$ cat src/logic/ppl_pkg.sv
// Purpose: Shared constants and types for the parallel port latch and direction block.
// Assumes: Classic Wishbone register access, one aligned 32-bit word per register.
// Notes: Printed offsets are not all multiples of four, so each offset is a register index.
// Function
// - Single-chip/boot reset: port C inputs, direction zero.
// - Expanded/test: port C is bus, access external.
// - Writing latched port C drives port C pins.
// - Active strobe edge captures port C pins.
// - Latch read/write clears strobe flag per mode.
// - Pulse control bit 7 sets port A7 direction.
// - Flag clear needs prior control read seeing it.
// - Edge select zero falling, one rising.
package ppl_pkg;
    localparam logic [15:0] IDX_PORT_B_DATA     = 16'h1004;
    localparam logic [15:0] IDX_PORT_C_LATCH    = 16'h1005;
    localparam logic [15:0] IDX_PORT_C_DIR      = 16'h1007;
    localparam logic [15:0] IDX_PORT_D_DATA     = 16'h1008;
    localparam logic [15:0] IDX_PORT_D_DIR      = 16'h1009;
    localparam logic [15:0] IDX_PORT_E_INPUT    = 16'h100A;
    localparam logic [15:0] IDX_PULSE_CTRL      = 16'h1026;
    localparam logic [15:0] IDX_PIO_CONTROL     = 16'h1002;
    localparam logic [15:0] IDX_IRQ_STATUS      = 16'h1040;
    localparam logic [15:0] IDX_IRQ_MASK        = 16'h1041;
    localparam logic [15:0] IDX_EXT_ACCESS      = 16'h1042;
    localparam int          BIT_PIO_FLAG        = 7;
    localparam int          BIT_PIO_STAI        = 6;
    localparam int          BIT_PIO_HNDS        = 4;
    localparam int          BIT_PIO_OIN         = 3;
    localparam int          BIT_PIO_EDGE        = 1;
    localparam int          BIT_PULSE_A7DIR     = 7;
    localparam logic [7:0]  RST_PIO_CONTROL     = 8'h03;
    localparam logic [7:0]  RST_ZERO            = 8'h00;
    localparam logic [7:0]  MASK_PORT_D         = 8'h3F;
    localparam logic [7:0]  MASK_PIO_WRITABLE   = 8'h7F;
    localparam logic [7:0]  MASK_PULSE_WRITABLE = 8'hF3;
    localparam int          IRQ_STROBE          = 0;
    localparam int          IRQ_EXT             = 1;
    localparam logic [1:0]  IRQ_BITS_MASK       = 2'h3;

    typedef enum logic [1:0] {
        PPL_MODE_SINGLE   = 2'b00,
        PPL_MODE_EXPANDED = 2'b01,
        PPL_MODE_BOOT     = 2'b10,
        PPL_MODE_TEST     = 2'b11
    } ppl_mode_t;

    typedef enum logic [1:0] {
        PPL_CLR_IDLE  = 2'b00,
        PPL_CLR_ARMED = 2'b01
    } ppl_clr_t;
endpackage : ppl_pkg

$ cat src/logic/ppl_strobe_if.sv
`timescale 1ns/1ps
// Purpose: Carries the strobe event from the edge detector to the register block.
// Assumes: Single clock domain.
// Notes: The detector drives edgeSeen and the filtered strobe level.
interface ppl_strobe_if;
    logic edgeSeen;
    logic strobeLevel;
    modport detector (output edgeSeen, output strobeLevel);
    modport consumer (input edgeSeen, input strobeLevel);
endinterface : ppl_strobe_if

$ cat src/logic/ppl_strobe_edge.sv
`timescale 1ns/1ps
// Purpose: Synchronises the strobe pin and flags the selected edge.
// Assumes: Strobe pin is asynchronous to clk.
// Notes: A change counts once the second and third stages agree.
module ppl_strobe_edge
    import ppl_pkg::*;
(
    input  wire logic clk,
    input  wire logic rstSyncN,
    input  wire logic strobePin,
    input  wire logic risingSel,
    ppl_strobe_if.detector evt
);
    logic sync1_q;
    logic sync2_q;
    logic sync3_q;
    logic level_q;
    logic edge_q;

    // Three-stage synchroniser; only the second stage reads the first.
    always_ff @(posedge clk or negedge rstSyncN) begin
        if (!rstSyncN) begin
            sync1_q <= 1'b1;
            sync2_q <= 1'b1;
            sync3_q <= 1'b1;
        end else begin
            sync1_q <= strobePin;
            sync2_q <= sync1_q;
            sync3_q <= sync2_q;
        end
    end

    // Accepted level changes only when two stages agree, then the chosen edge is flagged.
    always_ff @(posedge clk or negedge rstSyncN) begin
        if (!rstSyncN) begin
            level_q <= 1'b1;
            edge_q  <= 1'b0;
        end else begin
            edge_q <= 1'b0;
            if (sync2_q == sync3_q && sync3_q != level_q) begin
                level_q <= sync3_q;
                edge_q  <= (sync3_q == risingSel);
            end
        end
    end

    assign evt.edgeSeen    = edge_q;
    assign evt.strobeLevel = level_q;
endmodule : ppl_strobe_edge

$ cat src/logic/ppl_port_regs.sv
`timescale 1ns/1ps
// Purpose: Port B/D data, port C/D direction and port E input registers with the strobe-captured port C latch.
// Assumes: Classic Wishbone slave; byte address is four times the register index.
// Notes: Answers every access with ack one cycle after the request; unmapped reads return zero.
module ppl_port_regs
    import ppl_pkg::*;
(
    input  wire logic        clk,
    input  wire logic        rstn,
    input  wire logic        wb_cyc_i,
    input  wire logic        wb_stb_i,
    input  wire logic        wb_we_i,
    input  wire logic [17:0] wb_adr_i,
    input  wire logic [3:0]  wb_sel_i,
    input  wire logic [31:0] wb_dat_i,
    output logic      [31:0] wb_dat_o,
    output logic             wb_ack_o,
    input  wire logic [1:0]  modePins,
    input  wire logic        strobeAPin,
    input  wire logic [7:0]  portCIn,
    output logic      [7:0]  portCOut,
    output logic      [7:0]  portCOeN,
    output logic      [7:0]  portBOut,
    input  wire logic [5:0]  portDIn,
    output logic      [5:0]  portDOut,
    output logic      [5:0]  portDOeN,
    input  wire logic [7:0]  portEIn,
    output logic             portA7OeN,
    output logic             extAccess,
    output logic             irq
);
    logic       rstMeta_q;
    logic       rstSync_q;
    ppl_mode_t  mode_q;
    logic       modeLatched_q;
    logic [7:0] port_b_data_q;
    logic [7:0] latchC_q;
    logic [7:0] dirC_q;
    logic [5:0] port_d_data_q;
    logic [5:0] dirD_q;
    logic [7:0] pio_q;
    logic [7:0] pulse_q;
    ppl_clr_t   clrState_q;
    logic [1:0] irqStat_q;
    logic [1:0] irqMask_q;
    logic [7:0] cSync1_q;
    logic [7:0] cSync2_q;
    logic [7:0] cSync3_q;
    logic [7:0] cLevel_q;
    logic [7:0] eSync1_q;
    logic [7:0] eSync2_q;
    logic [7:0] eSync3_q;
    logic [7:0] eLevel_q;
    logic [5:0] dSync1_q;
    logic [5:0] dSync2_q;
    logic [5:0] dSync3_q;
    logic [5:0] dLevel_q;
    logic       extAcc_q;
    logic       ack_q;
    logic [31:0] rdat_q;
    logic [7:0] portCOut_q;
    logic [7:0] portCOeN_q;
    logic [5:0] portDOut_q;
    logic [5:0] portDOeN_q;
    logic       irq_q;
    logic       portA7OeN_q;
    logic       busMode;
    logic       req;
    logic       wrStb;
    logic       rdStb;
    logic [15:0] idx;
    logic [7:0] wByte;
    logic       hitLatch;
    logic       flagClear;
    logic       strobeEvt;
    logic [1:0] irqEvt;

    ppl_strobe_if strobeBus ();

    // Edge detector for the strobe A input.
    ppl_strobe_edge u_edge (
        .clk       (clk),
        .rstSyncN  (rstSync_q),
        .strobePin (strobeAPin),
        .risingSel (pio_q[BIT_PIO_EDGE]),
        .evt       (strobeBus.detector)
    );

    // Reset is released through two flip-flops.
    always_ff @(posedge clk or negedge rstn) begin
        if (!rstn) begin
            rstMeta_q <= 1'b0;
            rstSync_q <= 1'b0;
        end else begin
            rstMeta_q <= 1'b1;
            rstSync_q <= rstMeta_q;
        end
    end

    // Operating mode pins are caught once, at the first clock after reset release.
    always_ff @(posedge clk or negedge rstSync_q) begin
        if (!rstSync_q) begin
            mode_q        <= PPL_MODE_SINGLE;
            modeLatched_q <= 1'b0;
        end else if (!modeLatched_q) begin
            mode_q        <= ppl_mode_t'(modePins);
            modeLatched_q <= 1'b1;
        end
    end

    // Request decode; a new request is taken only while no ack is out.
    assign busMode   = (mode_q == PPL_MODE_EXPANDED) || (mode_q == PPL_MODE_TEST);
    assign req       = wb_cyc_i && wb_stb_i && !ack_q;
    assign wrStb     = req && wb_we_i && wb_sel_i[0];
    assign rdStb     = req && !wb_we_i;
    assign idx       = wb_adr_i[17:2];
    assign wByte     = wb_dat_i[7:0];
    assign hitLatch  = (idx == IDX_PORT_C_LATCH) && !busMode;
    assign strobeEvt = strobeBus.edgeSeen;
    // Latch access that completes the flag clearing sequence, matched to the handshake mode.
    assign flagClear = hitLatch && (clrState_q == PPL_CLR_ARMED) &&
                       ((pio_q[BIT_PIO_HNDS] && pio_q[BIT_PIO_OIN]) ? wrStb : rdStb);

    // Port C pin synchroniser; a change counts once stages two and three agree.
    always_ff @(posedge clk or negedge rstSync_q) begin
        if (!rstSync_q) begin
            cSync1_q <= RST_ZERO;
            cSync2_q <= RST_ZERO;
            cSync3_q <= RST_ZERO;
            cLevel_q <= RST_ZERO;
        end else begin
            cSync1_q <= portCIn;
            cSync2_q <= cSync1_q;
            cSync3_q <= cSync2_q;
            cLevel_q <= (cSync2_q & cSync3_q) | (cLevel_q & (cSync2_q | cSync3_q));
        end
    end

    // Port E pin synchroniser with the same agreement rule.
    always_ff @(posedge clk or negedge rstSync_q) begin
        if (!rstSync_q) begin
            eSync1_q <= RST_ZERO;
            eSync2_q <= RST_ZERO;
            eSync3_q <= RST_ZERO;
            eLevel_q <= RST_ZERO;
        end else begin
            eSync1_q <= portEIn;
            eSync2_q <= eSync1_q;
            eSync3_q <= eSync2_q;
            eLevel_q <= (eSync2_q & eSync3_q) | (eLevel_q & (eSync2_q | eSync3_q));
        end
    end

    // Port D pin synchroniser with the same agreement rule.
    always_ff @(posedge clk or negedge rstSync_q) begin
        if (!rstSync_q) begin
            dSync1_q <= 6'h00;
            dSync2_q <= 6'h00;
            dSync3_q <= 6'h00;
            dLevel_q <= 6'h00;
        end else begin
            dSync1_q <= portDIn;
            dSync2_q <= dSync1_q;
            dSync3_q <= dSync2_q;
            dLevel_q <= (dSync2_q & dSync3_q) | (dLevel_q & (dSync2_q | dSync3_q));
        end
    end

    // Software-written port and direction registers.
    always_ff @(posedge clk or negedge rstSync_q) begin
        if (!rstSync_q) begin
            port_b_data_q <= RST_ZERO;
            dirC_q  <= RST_ZERO;
            port_d_data_q <= 6'h00;
            dirD_q  <= 6'h00;
            pio_q   <= RST_PIO_CONTROL;
            pulse_q <= RST_ZERO;
        end else begin
            if (wrStb) begin
                case (idx)
                    IDX_PORT_B_DATA: begin
                        port_b_data_q <= wByte;
                    end
                    IDX_PORT_C_DIR: begin
                        if (!busMode) begin
                            dirC_q <= wByte;
                        end
                    end
                    IDX_PORT_D_DATA: begin
                        port_d_data_q <= wByte[5:0];
                    end
                    IDX_PORT_D_DIR: begin
                        dirD_q <= wByte[5:0];
                    end
                    IDX_PULSE_CTRL: begin
                        pulse_q <= wByte & MASK_PULSE_WRITABLE;
                    end
                    IDX_PIO_CONTROL: begin
                        pio_q[6:0] <= wByte[6:0] & MASK_PIO_WRITABLE[6:0];
                    end
                    default: begin
                    end
                endcase
            end
            // The strobe flag: set wins over the clearing latch access.
            if (strobeEvt && !busMode) begin
                pio_q[BIT_PIO_FLAG] <= 1'b1;
            end else if (flagClear) begin
                pio_q[BIT_PIO_FLAG] <= 1'b0;
            end
        end
    end

    // Port C latch: software write or strobe capture; capture wins on a collision.
    always_ff @(posedge clk or negedge rstSync_q) begin
        if (!rstSync_q) begin
            latchC_q <= RST_ZERO;
        end else if (strobeEvt && !busMode) begin
            latchC_q <= cLevel_q;
        end else if (wrStb && hitLatch) begin
            latchC_q <= wByte;
        end
    end

    // Clearing sequence: armed by a control read that sees the flag set.
    always_ff @(posedge clk or negedge rstSync_q) begin
        if (!rstSync_q) begin
            clrState_q <= PPL_CLR_IDLE;
        end else begin
            case (clrState_q)
                PPL_CLR_IDLE: begin
                    if (rdStb && idx == IDX_PIO_CONTROL && pio_q[BIT_PIO_FLAG]) begin
                        clrState_q <= PPL_CLR_ARMED;
                    end
                end
                PPL_CLR_ARMED: begin
                    if (flagClear || !pio_q[BIT_PIO_FLAG]) begin
                        clrState_q <= PPL_CLR_IDLE;
                    end
                end
                default: begin
                    clrState_q <= PPL_CLR_IDLE;
                end
            endcase
        end
    end

    // Interrupt mask register, same layout as the status register.
    always_ff @(posedge clk or negedge rstSync_q) begin
        if (!rstSync_q) begin
            irqMask_q <= 2'h0;
        end else if (wrStb && idx == IDX_IRQ_MASK) begin
            irqMask_q <= wByte[1:0] & IRQ_BITS_MASK;
        end
    end

    // Event sources of the sticky status bits.
    assign irqEvt[IRQ_STROBE] = strobeEvt && !busMode;
    assign irqEvt[IRQ_EXT]    = req && busMode && (idx == IDX_PORT_C_LATCH || idx == IDX_PORT_C_DIR);

    // Sticky interrupt status, write one to clear; a new event wins over the clear.
    for (genvar g = 0; g < 2; g++) begin : gStat
        always_ff @(posedge clk or negedge rstSync_q) begin
            if (!rstSync_q) begin
                irqStat_q[g] <= 1'b0;
            end else if (irqEvt[g]) begin
                irqStat_q[g] <= 1'b1;
            end else if (wrStb && idx == IDX_IRQ_STATUS && wByte[g]) begin
                irqStat_q[g] <= 1'b0;
            end
        end
    end

    // Bus answer: one-cycle ack, registered read data, external access pulse.
    always_ff @(posedge clk or negedge rstSync_q) begin
        if (!rstSync_q) begin
            ack_q    <= 1'b0;
            rdat_q   <= 32'h0000_0000;
            extAcc_q <= 1'b0;
        end else begin
            ack_q    <= req;
            extAcc_q <= irqEvt[IRQ_EXT];
            rdat_q   <= 32'h0000_0000;
            if (rdStb) begin
                case (idx)
                    IDX_PORT_B_DATA:  rdat_q[7:0] <= port_b_data_q;
                    IDX_PORT_C_LATCH: rdat_q[7:0] <= busMode ? RST_ZERO : latchC_q;
                    IDX_PORT_C_DIR:   rdat_q[7:0] <= busMode ? RST_ZERO : dirC_q;
                    IDX_PORT_D_DATA:  rdat_q[5:0] <= (port_d_data_q & dirD_q) | (dLevel_q & ~dirD_q);
                    IDX_PORT_D_DIR:   rdat_q[5:0] <= dirD_q;
                    IDX_PORT_E_INPUT: rdat_q[7:0] <= eLevel_q;
                    IDX_PULSE_CTRL:   rdat_q[7:0] <= pulse_q;
                    IDX_PIO_CONTROL:  rdat_q[7:0] <= pio_q;
                    IDX_IRQ_STATUS:   rdat_q[1:0] <= irqStat_q;
                    IDX_IRQ_MASK:     rdat_q[1:0] <= irqMask_q;
                    default:          rdat_q      <= 32'h0000_0000;
                endcase
            end
        end
    end

    // Port C pin drivers: enables are low while driving; bus modes release port C to the bus logic.
    always_ff @(posedge clk or negedge rstSync_q) begin
        if (!rstSync_q) begin
            portCOut_q <= RST_ZERO;
            portCOeN_q <= 8'hFF;
        end else begin
            portCOut_q <= latchC_q;
            portCOeN_q <= busMode ? 8'hFF : ~dirC_q;
        end
    end

    // Port D and port A7 pin drivers; the outputs come straight from these flops.
    always_ff @(posedge clk or negedge rstSync_q) begin
        if (!rstSync_q) begin
            portDOut_q  <= 6'h00;
            portDOeN_q  <= 6'h3F;
            portA7OeN_q <= 1'b1;
        end else begin
            portDOut_q  <= port_d_data_q;
            portDOeN_q  <= ~dirD_q;
            portA7OeN_q <= ~pulse_q[BIT_PULSE_A7DIR];
        end
    end

    // Level interrupt: an unmasked status bit or the enabled strobe flag.
    always_ff @(posedge clk or negedge rstSync_q) begin
        if (!rstSync_q) begin
            irq_q <= 1'b0;
        end else begin
            irq_q <= |(irqStat_q & irqMask_q) || (pio_q[BIT_PIO_FLAG] && pio_q[BIT_PIO_STAI]);
        end
    end

    assign wb_dat_o  = rdat_q;
    assign wb_ack_o  = ack_q;
    assign portCOut  = portCOut_q;
    assign portCOeN  = portCOeN_q;
    assign portBOut  = port_b_data_q;
    assign portDOut  = portDOut_q;
    assign portDOeN  = portDOeN_q;
    assign portA7OeN = portA7OeN_q;
    assign extAccess = extAcc_q;
    assign irq       = irq_q;
endmodule : ppl_port_regs

$ cat config.mk
export PLATFORM = sky130hd
export DESIGN_NAME = ppl_port_regs
export DESIGN_NICKNAME = d
export VERILOG_FILES = /design/src/logic/ppl_pkg.sv /design/src/logic/ppl_strobe_if.sv /design/src/logic/ppl_strobe_edge.sv /design/src/logic/ppl_port_regs.sv
export SDC_FILE = /design/constraint.sdc
export NUM_CORES = 1
export LEC_CHECK = 0
export BUFFER_PORTS_ARGS = -buffer_cell sky130_fd_sc_hd__buf_2
export CORE_AREA = 2 2 117 119
export DETAILED_ROUTE_END_ITERATION = 12
export DIE_AREA = 0 0 119 121
export GPL_TIMING_DRIVEN = 0
export PLACE_DENSITY = 0.88
export SYNTH_ARGS = -nofsm -noshare
export SYNTH_HDL_FRONTEND = slang
export SYNTH_SLANG_ARGS = --single-unit
export TNS_END_PERCENT = 10
$ cat constraint.sdc
create_clock -name clk -period 12.3 [get_ports clk]
set_input_delay 3.075 -clock clk [delete_from_list [all_inputs] [get_ports clk]]
set_output_delay 3.075 -clock clk [all_outputs]
set_load 0.05 [all_outputs]
After elaboration in Yosys (flattened, before gate mapping)
Index checks and enable logic that the tools add are counted.

Equality and inequality tests: 18. Muxes and demuxes: 20. Bitwise operators: 20. Reductions and logical operators: 42.

Operators by type and width (number): $eq 16x13->1 const B (10); $mux 8 (6); $and 8x8->8 (4); $or 8x8->8 (4); $pmux 4 s8 (1); $and 6x6->6 (4); $logic_and 1x1->1 (21); $pmux 2 s10 (1); $or 6x6->6 (3); $pmux 2 s6 (1); $reduce_and 2->1 (6); $mux 1 (8); $not 8->8 (1); $reduce_bool 2->1 (4); $not 6->6 (1); $eq 2x1->1 const B (2); $logic_not 1->1 (4); $logic_or 1x1->1 (4); $mux 2 (2); $pmux 2 s2 (1); $reduce_and 3->1 (1); $and 2x2->2 (1); $eq 1x1->1 (2); $eq 2x2->1 const B (1); other kinds (6) (7).

Bits in registers: 194. Input port bits: 84. Word-level logic and storage cells: 142.

Logic depth before layout (Yosys ltp)
Gate-level depths: netlist (run 1).

Word-level depth: 9. Depth in mapped cells: 7. Mapped depth without buffers: 5.

Cells and area by module
A second synthesis (run 1) with hierarchy kept.

Cell total of the unflattened synthesis: 487. Area total of the unflattened synthesis: 7030.5 µm².

By module, submodules not included: ppl_port_regs (times used 1, cells each 478, area each 6867.8 µm², seq. area each 4700.8 µm²); ppl_strobe_edge (times used 1, cells each 9, area each 162.7 µm², seq. area each 130.1 µm²).

Worst setup path before layout (run 1)
No wires, ideal clock.

Path type: input to register. Start: input wb_adr_i[15]. End: register dirC_q[0]. Library setup time: 128 ps. Arrival time: 4692 ps. Required time: 12172 ps. Path slack: 7480 ps. Stages on the path: 5. Path through: nor4b_4 > nand3_4 > or4_1 > buf_2 > mux2_1.

Longest elaborated chain between the ends: 2.

RTL lines: from (decl) (RTL line ppl_port_regs.sv:13) `input wire logic [17:0] wb_adr_i,`; $eq 16x13->1 (RTL line ppl_port_regs.sv:180) `case (idx)`; $reduce_and 3->1 (no line); to (signal assigned) (RTL line ppl_port_regs.sv:186) `dirC_q <= wByte;`; to (decl) (RTL line ppl_port_regs.sv:38) `logic [7:0] dirC_q;`.

Every way passes these cells. A chain may end at the register's enable or synchronous reset.

Worst setup path after layout (run 1)
Start: input wb_adr_i[15]. End: register rdat_q[1], in the netlist wb_dat_o[1].

Longest elaborated chain between the ends: 3.

RTL lines: $eq 16x13->1 (RTL line ppl_port_regs.sv:285) `case (idx)`; $pmux 2 s10 * (RTL line ppl_port_regs.sv:285); $mux 8 * (RTL line ppl_port_regs.sv:284) `if (rdStb) begin`; to (signal assigned) (RTL line ppl_port_regs.sv:286) `IDX_PORT_B_DATA: rdat_q[7:0] <= port_b_data_q;`; to (signal assigned) (RTL line ppl_port_regs.sv:287) `IDX_PORT_C_LATCH: rdat_q[7:0] <= busMode ? RST_ZERO : latchC_q;`; to (signal assigned) (RTL line ppl_port_regs.sv:288) `IDX_PORT_C_DIR: rdat_q[7:0] <= busMode ? RST_ZERO : dirC_q;`; to (decl) (RTL line ppl_port_regs.sv:60) `logic [31:0] rdat_q;`.

Mark *: on every way between the ends. The rest lies on a longest branch, timed or not.

==> impl_metrics.yaml, run 1 <==
run_status:
  status: "finished clean"
pwr:
  leakage_uw: 0.00392
  p_int_uw: 989
  pwr-share-seq_pct: 51.4
  power_density_nw_per_um2: 158
  power_switching_share_pct: 26.5
  max-vdd-ir-drop_v: 0.0000984
  clock_power_share_pct: 39.6
  power.switching_uw: 356
  p_comb_share_pct: 9.0
critical_path:
  r2r-start: "wb_ack_o"
  cp_slowest_stage_delay_ns: 0.70
  end_kind: "flop"
  cp_num_buf_inv: 2
  cp_top_family: "simple AND/OR/NAND/NOR gates"
  cp.depth: 7
  required_ns: 12.62
  r2r_end: "latchC_q[4]"
  crit_type: "in2reg"
  path_cells: "buf_2 -> nor4b_4 -> nand2_1 -> clkbuf_1 -> nor2_2 -> a221oi_1 -> a211oi_1"
  rr_worst_depth: 6
  startpoint_type: "primary input"
  critPathMaxFanout: 10
  ff2ff_setup_slack_ns: 9.66
  cp.arrival_ns: 5.56
  critPathSlowestCell: "nor4b_4"
route:
  ant_nets: 0
  routed_wl_um: 15500
  wl_per_cell_um: 18.7
  firstDrtPassIters: 6
  viasPerCell: 5.35
  drt_iter0_markers: 336
  post-route-drc-count: 0
  vias: 4447
logic_synthesis:
  avgSynthCellArea_sq_um: 14.2
  synth_area_sq_um: 7090
  syn_inst: 499
  synth_edf_count: 0
  yosysWarningCount: 0
  synthFlopType: "dfrtp_1"
  yosysSeqAreaShare_pct: 68.1
  ys_types: 51
  synth_async_sr_flop_share_pct: 100
  ys_seq_elements: 192
cts:
  numCtsBuffers: 17
  clk_latency_ns: 0.44
  cts-root-buf: "clkbuf_16"
  cts_resized: 0
  cts_tree: "done"
  ctsHoldBuffers: 0
  clock_path_buffers: 2
  cts_setup_buffers: 0
  clock-sinks: 192
  clkTransAtPathRegs_ns: 0.07
  htreeDepth: 4
grt:
  overflow: 0
  grt_pass1_wl_um: 24400
  grt_start_max_net_pins: 73
  gr-usage-all-layers_pct: 23.0
  grt_pass1_vias: 4467
  grt_antenna_before_repair: 0
timing:
  worst_pin_slew_ns: 0.888
  finalCritPeriodShare_pct: 42.6
  totalNegativeSetupSlack_ns: 0
  setup_viol: 0
  layout_min_cycle_time_ns: 5.24
  hold_viol: 0
  drv_slew: 0
  fin_skew_ns: 0.00964
  clock.fmax_mhz: 191
  rsz0062_at_grt: "false"
  relSlewSlack_pct: 40.4
  final.setup.worst_slack_ns: 7.06
placed_design:
  numPlacedInstances: 799
  post-place-ws_ns: 6.74
  hpwl_um: 11100
  gp_congestion: 0.930
  dpl_cell_area_sq_um: 7950
  portBuffers: 98
cells_and_area:
  fin_cells: 831
  area_growth_pct: 20.3
  filler_cell_count: 991
  finalInstanceArea_sq_um: 8530
  final_util_pct: 65.2
  diodes: 0
  drive_above_1_share_pct: 33.1
  nNetsFinal: 726
min_path:
  min_to: "eSync2_q[3]"
  min_path_cells: 0
  hold_path_startpoint: "eSync1_q[3]"
  hold_class: "reg2reg"
die:
  std_cell_rows: 42
  start_util_pct: 54.2
  ioPinCount: 156
  die_h_um: 121
  die_w_um: 119
  dieArea_sq_um: 14400
  coreArea_sq_um: 13100
flow_run:
  max-cap-violations: 0
## cells in the mapped netlist, types with 2 or more instances
library cell	instances	area [sq um]
a2111oi_0	2	17.5
a211oi_1	5	37.5
a21oi_1	20	100
a221oi_1	3	26.3
a222oi_1	4	40.0
a22oi_1	8	60.1
and3b_1	2	17.5
buf_1	3	11.3
buf_2	3	15.0
buf_4	24	180
clkbuf_1	7	26.3
conb_1	2	7.51
dfrtp_1	171	4280
dfstp_2	21	552
inv_1	10	37.5
maj3_1	23	230
mux2_1	14	158
mux2_2	23	259
mux2i_1	18	180
nand2_1	24	90.1
nand2b_1	10	62.6
nand3_1	8	40.0
nand4_1	8	50.1
nor2_1	23	86.3
nor2b_1	5	31.3
nor3_1	5	25.0
nor3_2	2	20.0
nor3b_1	2	15.0
nor4_1	4	25.0
nor4_4	3	63.8
nor4b_2	2	30.0
nor4b_4	2	47.6
o21ai_0	15	75.1
o32ai_1	4	35.0
or4_1	2	15.0
or4b_2	2	20.0
## sequential cells by signal, indices dropped and copies added, names as in the netlist, 8 cells and up
| name | count |
|---|---|
| cLevel_q | 8 |
| cSync1_q | 8 |
| cSync2_q | 8 |
| cSync3_q | 8 |
| dirC_q | 8 |
| eLevel_q | 8 |
| eSync1_q | 8 |
| eSync2_q | 8 |
| eSync3_q | 8 |
| latchC_q | 8 |
| pio_q | 8 |
| portBOut | 8 |
| portCOeN | 8 |
| portCOut | 8 |
| wb_dat_o | 8 |
## layout by cell type (no fill, tap or decap), types with 3 or more instances in the layout
cell type   netlist  routed
a211oi_1          5       5
a21oi_1          20      20
a221oi_1          3       3
a222oi_1          4       4
a22oi_1           8       8
buf_1             3       3
buf_2             3     101
buf_4            24      24
clkbuf_1          7       7
clkbuf_16         0      17
clkinv_4          0       5
clkinvlp_4        0       3
conb_1            2      26
dfrtp_1         171     170
dfstp_2          21      21
inv_1            10      10
maj3_1           23      23
mux2_1           14      14
mux2_2           23      23
mux2i_1          18      18
nand2_1          24      24
nand2b_1         10      10
nand3_1           8       8
nand4_1           8       8
nor2_1           23      23
nor2b_1           5       5
nor3_1            5       5
nor4_1            4       4
nor4_4            3       3
o21ai_0          15      15
o32ai_1           4       4
## how the worst max path moves through the flow
stage	start	endpoint	slack (ns)
2_1_floorplan	rstSync_q	cLevel_q[0]	6.59
3_3_place_gp	rstSync_q	dLevel_q[2]	5.14
3_5_place_dp	wb_adr_i[11]	wb_dat_o[1]	6.74
4_1_cts	wb_adr_i[11]	wb_dat_o[1]	7.17
5_1_grt	wb_adr_i[11]	wb_dat_o[0]	7.02
6_report	wb_adr_i[15]	wb_dat_o[1]	7.06
## power by group through the flow
stage,Combinational [uW],Clock (uW),Sequential (uW)
after floorplan,52.2,0,730
after global placement,108,0,709
after detailed placement,121,0,704
after CTS,121,544,693
after global routing,129,570,697
final,121,533,692
## metrics by stage
| stage | hold WS (ns) | power, uW |
|---|---|---|
| 2_1_floorplan | 0.331 | 782 |
| 3_3_place_gp | 0.333 | 817 |
| 3_5_place_dp | 0.335 | 825 |
| 4_1_cts | 0.351 | 1360 |
| 5_1_grt | 0.356 | 1400 |
| 6_report | 0.348 | 1350 |
## per-layer routing
metal | up-vias | part of all wire, % | track usage [%]
met3 | 23 | 6.4 | 5.31
met5 | - | 0 | 0
li1 | 2020 | - | -
met4 | 0 | 2.0 | 9.97
met2 | 183 | 49 | 35.7
met1 | 2221 | 43 | 31.4
## layout make-up
cell class	instances	area (sq um)	share of cell area (%)
sequential	192	4830	56.6
multi-input combinational	283	2080	24.3
timing repair buffer	100	546	6.39
clock buffer	17	425	4.98
buffer	37	233	2.73
tap	176	220	2.58
clock inverter	15	158	1.85
inverter	11	41.3	0.484
## kinds of logic (layout without fill, tap and decap cells)
family / count (synthesis) / in the layout / synth area share [%]
AO/OA/AOI/OAI: 66 / 66 / 6.10
XOR/XNOR: 1 / 1 / 0.124
adder cells (fa/ha/maj): 23 / 23 / 3.25
buffers and inverters: 48 / 180 / 3.86
flip-flops: 192 / 192 / 68.1
multiplexers: 55 / 55 / 8.42
other: 2 / 26 / 0.106
AND/OR/NAND/NOR: 112 / 112 / 10.0
Note: power is estimated with default switching activity, not from simulation.
==> run 2: changes to the inputs <==
--- a/config.mk
+++ b/config.mk
@@ -6,11 +6,11 @@
 export NUM_CORES = 1
 export LEC_CHECK = 0
 export BUFFER_PORTS_ARGS = -buffer_cell sky130_fd_sc_hd__buf_2
-export CORE_AREA = 2 2 117 119
+export CORE_AREA = 2 2 118 120
 export DETAILED_ROUTE_END_ITERATION = 12
-export DIE_AREA = 0 0 119 121
+export DIE_AREA = 0 0 120 122
 export GPL_TIMING_DRIVEN = 0
-export PLACE_DENSITY = 0.88
+export PLACE_DENSITY = 0.86
 export SYNTH_ARGS = -nofsm -noshare
 export SYNTH_HDL_FRONTEND = slang
 export SYNTH_SLANG_ARGS = --single-unit
==> constraint.sdc (replaced) <==
create_clock -name clk -period 5.1 [get_ports clk]
set_input_delay 1.275 -clock clk [delete_from_list [all_inputs] [get_ports clk]]
set_output_delay 1.275 -clock clk [all_outputs]
set_load 0.05 [all_outputs]
==> impl_metrics.yaml, run 2 (synthesized netlist as in run 1, its figures left out) <==
run_status:
  status: "finished clean"
die:
  die_h_um: 122
  ioPinCount: 156
  coreArea_sq_um: 13500
  start_util_pct: 52.5
  dieArea_sq_um: 14600
  std_cell_rows: 43
  die_w_um: 120
critical_path:
  cp_slowest_stage_delay_ns: 0.66
  required_ns: 5.42
  cp.arrival_ns: 3.69
  critPathSlowestCell: "nor4b_4"
  cp-startpoint: "wb_adr_i[15]"
  end_kind: "flop"
  path_cells: "buf_2 -> nor4b_4 -> nand2_1 -> clkbuf_1 -> nor2_2 -> a221oi_1 -> a211oi_1"
  startpoint_type: "primary input"
  crit_type: "in2reg"
  critPathMaxFanout: 10
  r2r-start: "wb_ack_o"
timing:
  fin_skew_ns: 0.0106
  relSlewSlack_pct: 40.3
  finalCritPeriodShare_pct: 66.1
  hold_viol: 0
  clock.fmax_mhz: 297
  worst_pin_slew_ns: 0.888
  rsz0062_at_grt: "false"
  drv_slew: 0
  setup_viol: 0
  totalNegativeSetupSlack_ns: 0
  layout_min_cycle_time_ns: 3.37
route:
  drt_iter0_markers: 385
  viasPerCell: 5.27
  firstDrtPassIters: 5
  ant_nets: 0
  post-route-drc-count: 0
  routed_wl_um: 15400
  wl_per_cell_um: 18.4
  vias: 4404
grt:
  grt_pass1_wl_um: 24700
  overflow: 0
  grt_start_max_net_pins: 75
  grt_antenna_before_repair: 0
  gr-usage-all-layers_pct: 22.6
  grt_pass1_vias: 4571
pwr:
  leakage_uw: 0.00394
  power_density_nw_per_um2: 390
  clock_power_share_pct: 41.5
  pwr-share-seq_pct: 49.9
  p_int_uw: 2490
  total_power_uw: 3340
  power.switching_uw: 859
  power_switching_share_pct: 25.7
  p_comb_share_pct: 8.7
  max-vdd-ir-drop_v: 0.000258
cts:
  clock_path_buffers: 2
  cts_setup_buffers: 0
  cts_resized: 0
  numCtsBuffers: 17
  clk_latency_ns: 0.44
  htreeDepth: 4
  cts-root-buf: "clkbuf_16"
  cts_tree: "done"
  clkTransAtPathRegs_ns: 0.07
  ctsHoldBuffers: 0
  clock-sinks: 192
placed_design:
  portBuffers: 98
  hpwl_um: 11000
  dpl_cell_area_sq_um: 7960
  gp_congestion: 0.917
min_path:
  hold_path_startpoint: "dSync1_q[5]"
  hold_class: "reg2reg"
cells_and_area:
  final_cell_mix: "dfrtp_1, buf_2, conb_1"
  area_growth_pct: 21.0
  finalInstanceArea_sq_um: 8580
  nNetsFinal: 726
  drive_above_1_share_pct: 33.1
  layout_commonest_cell: "dfrtp_1"
  diodes: 0
flow_run:
  max-cap-violations: 0
==> run 2: changes by cell type in the layout (fill, tap and decap cells not counted), sizes merged <==
cell	delta
bufinv	+2
clkinvlp	-1
clkinv	-4
inv	+3
==> run 2: worst paths after layout <==
path	to	slack, ns	cells past startpoint
setup / recovery	wb_dat_o[1]	1.73	7
hold / removal	dSync2_q[5]	0.35	0
setup reg to reg	latchC_q[4]	2.49	6
hold reg to reg	dSync2_q[5]	0.35	0
max in group asynchronous	portDOeN[4]	3.89	1
min in group asynchronous	cSync1_q[6]	0.38	0
==> run 2: final cells by class <==
class                      count  area [sq um]
timing repair buffer         100           546
buffer                        37           233
fill                        1033          4920
tap                          180           225
multi-input combinational    283          2080
clock buffer                  17           425
sequential                   192          4830
inverter                      11          41.3
clock inverter                15           199
==> run 2: power by group through the flow <==
| stage | sequential, uW | clock, uW | combinational, uW |
|---|---|---|---|
| after floorplan | 1760 | 0 | 126 |
| after global placement | 1710 | 0 | 262 |
| after detailed placement | 1700 | 0 | 291 |
| after CTS | 1670 | 1410 | 291 |
| after global routing | 1680 | 1480 | 311 |
| final | 1670 | 1390 | 290 |
==> run 2: per-layer routing <==
layer	up-vias	GRT usage [%]	share of wire (%)
li1	2018	-	-
met1	2197	30.8	43
met2	158	33.7	47
met3	31	6.93	7.2
met4	0	9.85	2.7
met5	-	0	0
==> run 2: per-stage QoR <==
step | hold slack, ns | setup WS, ns | utilization (%) | instances
2_1_floorplan | 0.331 | 1.95 | - | 523
3_3_place_gp | 0.332 | 1.16 | 58.5 | 801
3_5_place_dp | 0.335 | 1.33 | 58.9 | 803
4_1_cts | 0.350 | 1.77 | 63.5 | 835
5_1_grt | 0.356 | 1.60 | 63.5 | 835
6_report | 0.349 | 1.73 | 63.5 | 835
==> run 2: critical path: cells and delay by family <==
kind / cells / cell delay, ns
and+or+nand+nor: 3 / 1.45
AOI/OAI and AO/OA: 2 / 0.48
buffers and inverters: 2 / 0.46
